==> config.mk <==
export PLATFORM = sky130hd
export DESIGN_NAME = ldc_host
export DESIGN_NICKNAME = d
export VERILOG_FILES = /design/src/ldc_pkg.sv /design/src/ldc_host.sv
export SDC_FILE = /design/constraint.sdc
export NUM_CORES = 1
export LEC_CHECK = 0
export BUFFER_PORTS_ARGS = -buffer_cell sky130_fd_sc_hd__buf_2
export CORE_UTILIZATION = 40
export DETAILED_ROUTE_END_ITERATION = 10
export PLACE_DENSITY = 0.57
export SYNTH_ARGS = -nofsm -noshare
export SYNTH_HDL_FRONTEND = slang
export SYNTH_SLANG_ARGS = --single-unit
==> constraint.sdc <==
create_clock -name ref_clk_i -period 10.5 [get_ports ref_clk_i]
set_input_delay 1.05 -clock ref_clk_i [delete_from_list [all_inputs] [get_ports ref_clk_i]]
set_output_delay 1.05 -clock ref_clk_i [all_outputs]
set_load 0.01 [all_outputs]
==> src/ldc_pkg.sv <==
// Package for the display drawing-control host controller
package ldc_pkg;
   // Software register byte addresses
   localparam logic [7:0] ADDR_CGBASE = 8'h00;
   localparam logic [7:0] ADDR_SHIFT = 8'h04;
   localparam logic [7:0] ADDR_CURSOR = 8'h08;
   localparam logic [7:0] ADDR_DEPTH = 8'h0C;
   localparam logic [7:0] ADDR_CMD = 8'h10;
   localparam logic [7:0] ADDR_STATUS = 8'h14;
   localparam logic [7:0] ADDR_CURRD = 8'h18;
   localparam logic [7:0] ADDR_FETCH = 8'h1C;
   localparam logic [7:0] ADDR_CHAR = 8'h20;
   localparam logic [7:0] ADDR_CHARADR = 8'h24;
   localparam logic [7:0] ADDR_CFG = 8'h28;
   // Device register map, reached only through indirect commands
   localparam logic [15:0] DEV_CGBASE_LO = 16'h8019;
   localparam logic [15:0] DEV_CGBASE_HI = 16'h801A;
   localparam logic [15:0] DEV_SHIFT = 16'h801B;
   localparam logic [15:0] DEV_CURSET_LO = 16'h801C;
   localparam logic [15:0] DEV_CURSET_HI = 16'h801D;
   localparam logic [15:0] DEV_CURGET_LO = 16'h801E;
   localparam logic [15:0] DEV_CURGET_HI = 16'h801F;
   localparam logic [15:0] DEV_DEPTH = 16'h8020;
   // Command bytes
   localparam logic [7:0] CMD_CGBASE = 8'h5C;
   localparam logic [7:0] CMD_SHIFT = 8'h5A;
   localparam logic [7:0] CMD_CURSOR_SET = 8'h46;
   localparam logic [7:0] CMD_CURSOR_GET = 8'h47;
   localparam logic [7:0] CMD_STORE = 8'h42;
   localparam logic [7:0] CMD_FETCH = 8'h43;
   localparam logic [7:0] CMD_DIR_BASE = 8'h4C;
   localparam logic [7:0] CMD_DEPTH = 8'h60;
   // Field positions and values
   localparam int OP_LSB = 0;
   localparam int DIR_LSB = 8;
   localparam int DATA_LSB = 8;
   localparam int HEIGHT_LSB = 8;
   localparam logic [1:0] OP_GET = 2'b00;
   localparam logic [1:0] OP_STORE = 2'b01;
   localparam logic [1:0] OP_FETCH = 2'b10;
   localparam logic [1:0] OP_DIR = 2'b11;
   localparam logic [1:0] DEPTH_1BPP = 2'b00;
   localparam logic [1:0] DEPTH_RSVD = 2'b11;
   localparam int CFG_USER_CHAR = 0;
   localparam int CFG_ROW_PAD = 1;
   // Timing
   localparam int CLK_NS = 20;
   localparam int STROBE_NS = 80;
   localparam logic [3:0] STROBE_CYC = 4'((STROBE_NS + CLK_NS - 1) / CLK_NS);
   typedef enum logic [1:0] {
      XF_CMD = 2'b00,
      XF_PWR = 2'b01,
      XF_RD = 2'b10
   } ldc_xfer_e;
   typedef enum logic [1:0] {
      ST_IDLE = 2'b00,
      ST_SETUP = 2'b01,
      ST_STROBE = 2'b10,
      ST_HOLD = 2'b11
   } ldc_state_e;
   typedef struct packed {
      logic cs_n;
      logic a0;
      logic wr_n;
      logic rd_n;
      logic d_oe;
      logic [7:0] d;
   } ldc_pins_s;
endpackage
==> src/ldc_host.sv <==
// Host controller issuing drawing-control commands over the indirect bus
`timescale 1ns/10ps
module ldc_host (
   // Clock and reset
   input wire logic ref_clk_i,
   input wire logic rst_i,
   // Software register port
   input wire logic [7:0] addr_i,
   input wire logic [31:0] wdata_i,
   input wire logic wr_i,
   input wire logic rd_i,
   output ldc_pkg::ldc_pins_s pins_o,
   output logic [31:0] rdata_o,
   // Device data bus input
   input wire logic [7:0] d_i
);
   import ldc_pkg::*;

   ldc_state_e state, next_state;
   logic [1:0] idx, next_idx, len, next_len;
   logic [3:0] cnt, next_cnt;
   logic [7:0] seq_byte [3];
   logic [7:0] next_seq_byte [3];
   ldc_xfer_e seq_kind [3];
   ldc_xfer_e next_seq_kind [3];
   logic [15:0] base, next_base, cursor, next_cursor, cur_rd, next_cur_rd;
   logic [2:0] shift, next_shift;
   logic [1:0] depth, next_depth, cfg, next_cfg;
   logic [7:0] fetch_data, next_fetch_data, char_code, next_char_code;
   logic [4:0] char_height, next_char_height;
   logic [15:0] char_adr;
   ldc_pins_s next_pins;
   logic [31:0] next_rdata;
   logic [7:0] d_meta, d_sync;
   logic idle, last_strobe;
   logic [1:0] req_depth;

   // Data input synchroniser
   always_ff @(posedge ref_clk_i or posedge rst_i) begin
      if (rst_i) begin
         d_meta <= 8'h00;
         d_sync <= 8'h00;
      end else begin
         d_meta <= d_i;
         d_sync <= d_meta;
      end
   end

   assign idle = (state == ST_IDLE);
   assign last_strobe = (state == ST_STROBE) && (cnt == STROBE_CYC - 4'h1);
   // Host-side copy of the device pattern address
   // Operands widened first so the product never wraps at eight bits
   assign char_adr = base + (16'(char_code) * 16'(char_height));

   always_comb begin
      next_state = state;
      next_idx = idx;
      next_len = len;
      next_cnt = cnt;
      next_seq_byte = seq_byte;
      next_seq_kind = seq_kind;
      next_base = base;
      next_cursor = cursor;
      next_cur_rd = cur_rd;
      next_shift = shift;
      next_depth = depth;
      next_cfg = cfg;
      next_fetch_data = fetch_data;
      next_char_code = char_code;
      next_char_height = char_height;
      next_rdata = 32'h0000_0000;
      req_depth = wdata_i[1:0];
      for (int i = 0; i < 3; i++) begin
         next_seq_kind[i] = XF_PWR;
      end
      if (!idle) begin
         next_seq_kind = seq_kind;
      end
      // Writes while a sequence runs are dropped; software polls busy
      if (wr_i && idle) begin
         unique case (addr_i)
            ADDR_CGBASE: begin
               next_base = wdata_i[15:0];
               next_seq_byte[0] = CMD_CGBASE;
               next_seq_byte[1] = wdata_i[7:0];
               next_seq_byte[2] = wdata_i[15:8];
               next_seq_kind[0] = XF_CMD;
               next_len = 2'd3;
               next_state = ST_SETUP;
            end
            ADDR_SHIFT: begin
               // Shift only with 1 bpp and a padded row count, else zero
               if (depth == DEPTH_1BPP && cfg[CFG_ROW_PAD]) begin
                  next_shift = wdata_i[2:0];
               end else begin
                  next_shift = 3'h0;
               end
               next_seq_byte[0] = CMD_SHIFT;
               next_seq_byte[1] = {5'h00, next_shift};
               next_seq_kind[0] = XF_CMD;
               next_len = 2'd2;
               next_state = ST_SETUP;
            end
            ADDR_CURSOR: begin
               next_cursor = wdata_i[15:0];
               next_seq_byte[0] = CMD_CURSOR_SET;
               next_seq_byte[1] = wdata_i[7:0];
               next_seq_byte[2] = wdata_i[15:8];
               next_seq_kind[0] = XF_CMD;
               next_len = 2'd3;
               next_state = ST_SETUP;
            end
            ADDR_DEPTH: begin
               if (req_depth == DEPTH_RSVD || cfg[CFG_USER_CHAR]) begin
                  req_depth = DEPTH_1BPP;
               end
               // Multi-bit depth refused while a shift is set, so shift never meets multi-bit
               if (req_depth == DEPTH_1BPP || shift == 3'h0) begin
                  next_depth = req_depth;
                  next_seq_byte[0] = CMD_DEPTH;
                  next_seq_byte[1] = {6'h00, req_depth};
                  next_seq_kind[0] = XF_CMD;
                  next_len = 2'd2;
                  next_state = ST_SETUP;
               end
            end
            ADDR_CMD: begin
               next_seq_kind[0] = XF_CMD;
               next_state = ST_SETUP;
               unique case (wdata_i[OP_LSB +: 2])
                  OP_GET: begin
                     next_seq_byte[0] = CMD_CURSOR_GET;
                     next_seq_kind[1] = XF_RD;
                     next_seq_kind[2] = XF_RD;
                     next_len = 2'd3;
                  end
                  OP_STORE: begin
                     next_seq_byte[0] = CMD_STORE;
                     next_seq_byte[1] = wdata_i[DATA_LSB +: 8];
                     next_len = 2'd2;
                  end
                  OP_FETCH: begin
                     next_seq_byte[0] = CMD_FETCH;
                     next_seq_kind[1] = XF_RD;
                     next_len = 2'd2;
                  end
                  OP_DIR: begin
                     next_seq_byte[0] = CMD_DIR_BASE | {6'h00, wdata_i[DIR_LSB +: 2]};
                     next_len = 2'd1;
                  end
               endcase
            end
            ADDR_CHAR: begin
               next_char_code = wdata_i[7:0];
               next_char_height = wdata_i[HEIGHT_LSB +: 5];
            end
            // Layer modes live elsewhere; only the two text-layer hints are kept here
            ADDR_CFG: next_cfg = wdata_i[1:0];
            default: ;
         endcase
      end
      // Pin sequencer
      unique case (state)
         ST_IDLE: next_idx = 2'd0;
         ST_SETUP: begin
            next_cnt = 4'h0;
            next_state = ST_STROBE;
         end
         ST_STROBE: begin
            next_cnt = cnt + 4'h1;
            if (last_strobe) begin
               next_state = ST_HOLD;
               if (seq_kind[idx] == XF_RD) begin
                  // Sync adds two cycles, so data is sampled mid-strobe
                  if (seq_byte[0] == CMD_CURSOR_GET) begin
                     if (idx == 2'd1) begin
                        next_cur_rd[7:0] = d_sync;
                     end else begin
                        next_cur_rd[15:8] = d_sync;
                     end
                  end else begin
                     next_fetch_data = d_sync;
                  end
               end
            end
         end
         ST_HOLD: begin
            if (idx == len - 2'd1) begin
               next_state = ST_IDLE;
            end else begin
               next_idx = idx + 2'd1;
               next_state = ST_SETUP;
            end
         end
      endcase
      // Pins follow the next state so they come straight from flops
      next_pins.cs_n = (next_state == ST_IDLE);
      next_pins.a0 = (next_seq_kind[next_idx] != XF_PWR);
      next_pins.wr_n = !(next_state == ST_STROBE && next_seq_kind[next_idx] != XF_RD);
      next_pins.rd_n = !(next_state == ST_STROBE && next_seq_kind[next_idx] == XF_RD);
      next_pins.d_oe = (next_state != ST_IDLE) && (next_seq_kind[next_idx] != XF_RD);
      next_pins.d = next_pins.d_oe ? next_seq_byte[next_idx] : 8'h00;
      if (rd_i) begin
         unique case (addr_i)
            ADDR_CGBASE: next_rdata = {16'h0000, base};
            ADDR_SHIFT: next_rdata = {29'h0000_0000, shift};
            ADDR_DEPTH: next_rdata = {30'h0000_0000, depth};
            ADDR_STATUS: next_rdata = {31'h0000_0000, !idle};
            ADDR_CURRD: next_rdata = {16'h0000, cur_rd};
            ADDR_FETCH: next_rdata = {24'h00_0000, fetch_data};
            ADDR_CHAR: next_rdata = {19'h0000_0, char_height, char_code};
            ADDR_CHARADR: next_rdata = {16'h0000, char_adr};
            ADDR_CFG: next_rdata = {30'h0000_0000, cfg};
            default: next_rdata = 32'h0000_0000;
         endcase
      end
   end

   always_ff @(posedge ref_clk_i or posedge rst_i) begin
      if (rst_i) begin
         state <= ST_IDLE;
         idx <= 2'd0;
         len <= 2'd1;
         cnt <= 4'h0;
         for (int i = 0; i < 3; i++) begin
            seq_byte[i] <= 8'h00;
            seq_kind[i] <= XF_PWR;
         end
         base <= 16'h0000;
         cursor <= 16'h0000;
         cur_rd <= 16'h0000;
         shift <= 3'h0;
         depth <= 2'b00;
         cfg <= 2'b00;
         fetch_data <= 8'h00;
         char_code <= 8'h00;
         char_height <= 5'h00;
         pins_o <= '{cs_n: 1'b1, a0: 1'b1, wr_n: 1'b1, rd_n: 1'b1, d_oe: 1'b0, d: 8'h00};
         rdata_o <= 32'h0000_0000;
      end else begin
         state <= next_state;
         idx <= next_idx;
         len <= next_len;
         cnt <= next_cnt;
         seq_byte <= next_seq_byte;
         seq_kind <= next_seq_kind;
         base <= next_base;
         cursor <= next_cursor;
         cur_rd <= next_cur_rd;
         shift <= next_shift;
         depth <= next_depth;
         cfg <= next_cfg;
         fetch_data <= next_fetch_data;
         char_code <= next_char_code;
         char_height <= next_char_height;
         pins_o <= next_pins;
         rdata_o <= next_rdata;
      end
   end
endmodule

==> impl_metrics.tcl <==
set metrics [dict create \
    critPathKind "flop to flop" \
    p_int_w 0.000964 \
    status "finished clean" \
    cts.clk_slew.worst_paths_ns 0.07 \
    vias_per_cell 5.41 \
    htreeDepth 4 \
    grt.total_usage_pct 21.3 \
    rsz0062_at_grt "no" \
    antenna_left 0 \
    syn_area_mm2 0.00825 \
    drt-pass1-iter-count 5 \
    grt_pass1_vias 6092 \
    hold_class "flop to flop" \
    clk_path_buf_depth 2 \
    synthCells 779 \
    cts_buffers 17 \
    use_met1_pct 29.5 \
    wl_per_cell_um 18.8 \
    cp_data_required_time_ns 10.81 \
    relSlewSlack_pct 21.2 \
    dieWidth_um 146 \
    synth_compound_area_share_pct 14.0 \
    peakVddDrop_uv 124 \
    yosys.area_share.simple_pct 14.0 \
    area_growth_syn_to_layout_pct 13.2 \
    netSwitchingPower_w 0.000413 \
    finalCritPeriodShare_pct 40.8 \
    hold_buffers 0 \
    pwr-share-clk_pct 43.6 \
    yosysSeqAreaShare_pct 44.1 \
    tritoncts "yes" \
    tns_ns 0 \
    synth-xor-area-share_pct 1.17 \
    hold_viol 0 \
    synth_warnings 0 \
    postSynthAreaPerCell_um2 10.6 \
    regArea_mm2 0.00364 \
    multiInputGateArea_mm2 0.00413 \
    place_congestion 0.826 \
    cp-start-kind "flop" \
    grt.overflow.total 0 \
    seqPwrFrac_pct 44.3 \
    drt_iter0_markers 469 \
    power_density_mw_per_mm2 147 \
    busiest_layer "met2" \
    layout_setup_ws_ns 6.22 \
    fmax_mhz 234 \
    finalPower_w 0.00138 \
    ios 97 \
    comb_power_share_pct 12.0 \
    fin_crit_ns 4.28 \
    routed_wl_mm 21.1 \
    nets 951 \
    synth_edf_count 0 \
    grt_use_met3_pct 4.17 \
    clock_latency_ns 0.43 \
    coreArea_mm2 0.0202 \
    cts_setup_buffers 0 \
    cp.arrival_ns 4.60 \
    preCtsSetupSlack_ns 6.24 \
    grt_max_degree 95 \
    slew_violations 0 \
    p_sw_share_pct 30.0 \
    fillers 1926 \
    path_max_fanout 10 \
    ctsRootBufferMaster "clkbuf_16" \
    stdcell_count 1121 \
    cp-end-kind "flop" \
    synth_top_family_by_area "simple AND/OR/NAND/NOR gates" \
    synth_fa_ha_area_share_pct 12.3 \
    p_leak_nw 4.40 \
    num_rows 52 \
    synth_async_sr_flop_share_pct 100 \
    yosys-mux-area-fraction_pct 7.83 \
    port-buffer-count 64 \
    grt_pass1_wl_mm 34.3 \
    skew_ns 0.0126 \
    dp_hpwl_mm 15.2 \
    vias 6062 \
    use_met2_pct 33.6 \
    synth-seq-cells 145 \
    max_slew.worst_pin.slew_ns 1.18 \
    maxCapViolations 0 \
    finish.instance_area_mm2 0.00934 \
    dp.cells 1087 \
    antenna_found_initial 3 \
    placed_area_mm2 0.00874 \
    drive_gt1_share_pct 20.1 \
    ys_dominant_reg_cell "dfrtp_1" \
    synth_cell_type_count 89 \
    cts.sinks 145 \
    drc 0 \
    start_util_pct 40.8 \
    die_h_um 146 \
    setup_viol 0 \
    cts_resized 0 \
    die-area_mm2 0.0212 \
]
synthesized netlist by cell type (all sizes together), types with 16 or more instances:
cell      n  area (µm²)
dfrtp   137        3430
mux2     50         567
nand2    81         312
o21ai    39         199
clkbuf   16        60.1
and2     33         209
nand3    16        80.1
buf      27         186
a22oi    23         178
fa       29         581
a21oi    23         134
inv      77         289
ha       34         425
nor2     41         164
kinds of logic after synthesis:
logic type | count (synthesis)
flip-flops | 145
AO/OA/AOI/OAI | 159
other | 1
adder cells (fa/ha/maj) | 64
AND/OR/NAND/NOR | 224
buffers and inverters | 120
multiplexers | 55
XOR/XNOR | 11
state kept, by name, summed over array words and instances (netlist names), 3 cells and up:
| register | flops |
|---|---|
| cur_rd | 16 |
| fetch_data | 8 |
| base | 16 |
| char_height | 5 |
| d_meta | 8 |
| rdata_o | 16 |
| shift | 3 |
| cnt | 4 |
| seq_byte | 24 |
| d_sync | 8 |
| pins_o | 13 |
| seq_kind | 6 |
| char_code | 8 |
worst max-delay path, cell delays in order, from the launching register on:
cell and delay, ns:
dfrtp_1 0.62, nand2_1 0.14, fa_1 0.52, inv_1 0.05
fa_1 0.52, inv_1 0.05, fa_1 0.49, inv_1 0.05
ha_1 0.35, nand3_1 0.12, o2111ai_1 0.30, a21oi_1 0.16
o31ai_1 0.36, mux2i_1 0.13, a221oi_1 0.24, nor2_1 0.07
area by class of cell:
type | count | area share (%)
Clock buffer | 17 | 4.56
Tap cell | 270 | 3.62
Antenna cell | 2 | 0.0536
Clock inverter | 15 | 1.82
Inverter | 77 | 3.15
Multi-Input combinational cell | 529 | 44.2
Sequential cell | 145 | 39.0
Timing Repair Buffer | 66 | 3.59
through the flow:
step,utilization (%),hold WS (ns)
after floorplan,-,0.331
after global placement,43.2,0.335
after detailed placement,43.2,0.336
after CTS,46.1,0.351
after global routing,46.1,0.357
final,46.1,0.348
worst paths after layout:
path | start | to | slack, ns | depth (start not counted)
min | d_meta[5] | d_sync[5] | 0.35 | 0
max reg2reg | char_height[0] | rdata_o[15] | 6.22 | 15
max | char_height[0] | rdata_o[15] | 6.22 | 15
min reg2reg | d_meta[5] | d_sync[5] | 0.35 | 0
min in group asynchronous | rst_i | d_meta[3] | 0.81 | 2
max in group asynchronous | rst_i | seq_byte[6] | 8.47 | 3
routing by layer:
| layer | part of all wire (%) | up-vias |
|---|---|---|
| met5 | 0.062 | - |
| met4 | 1.9 | 2 |
| met3 | 5.6 | 27 |
| met2 | 47 | 185 |
| met1 | 45 | 3056 |
| li1 | - | 2792 |
placed cells by master (no fill, tap or decap), types with 20 or more instances in the layout:
| cell | count |
|---|---|
| ha_1 | 34 |
| a22oi_1 | 22 |
| nand2_1 | 80 |
| inv_1 | 74 |
| buf_2 | 64 |
| dfrtp_1 | 137 |
| and2_1 | 32 |
| nor2_1 | 37 |
| mux2_2 | 33 |
| o21ai_0 | 32 |
| a21oi_1 | 20 |
| fa_1 | 29 |
power groups by stage:
stage          combinational [W]  sequential [W]  clock (W)
2_1_floorplan           0.000116        0.000617          0
3_3_place_gp            0.000165        0.000621          0
3_5_place_dp            0.000166        0.000621          0
4_1_cts                 0.000167        0.000610   0.000618
5_1_grt                 0.000187        0.000614   0.000635
6_report                0.000165        0.000611   0.000601
No activity file was read; power rests on OpenSTA's default activity.
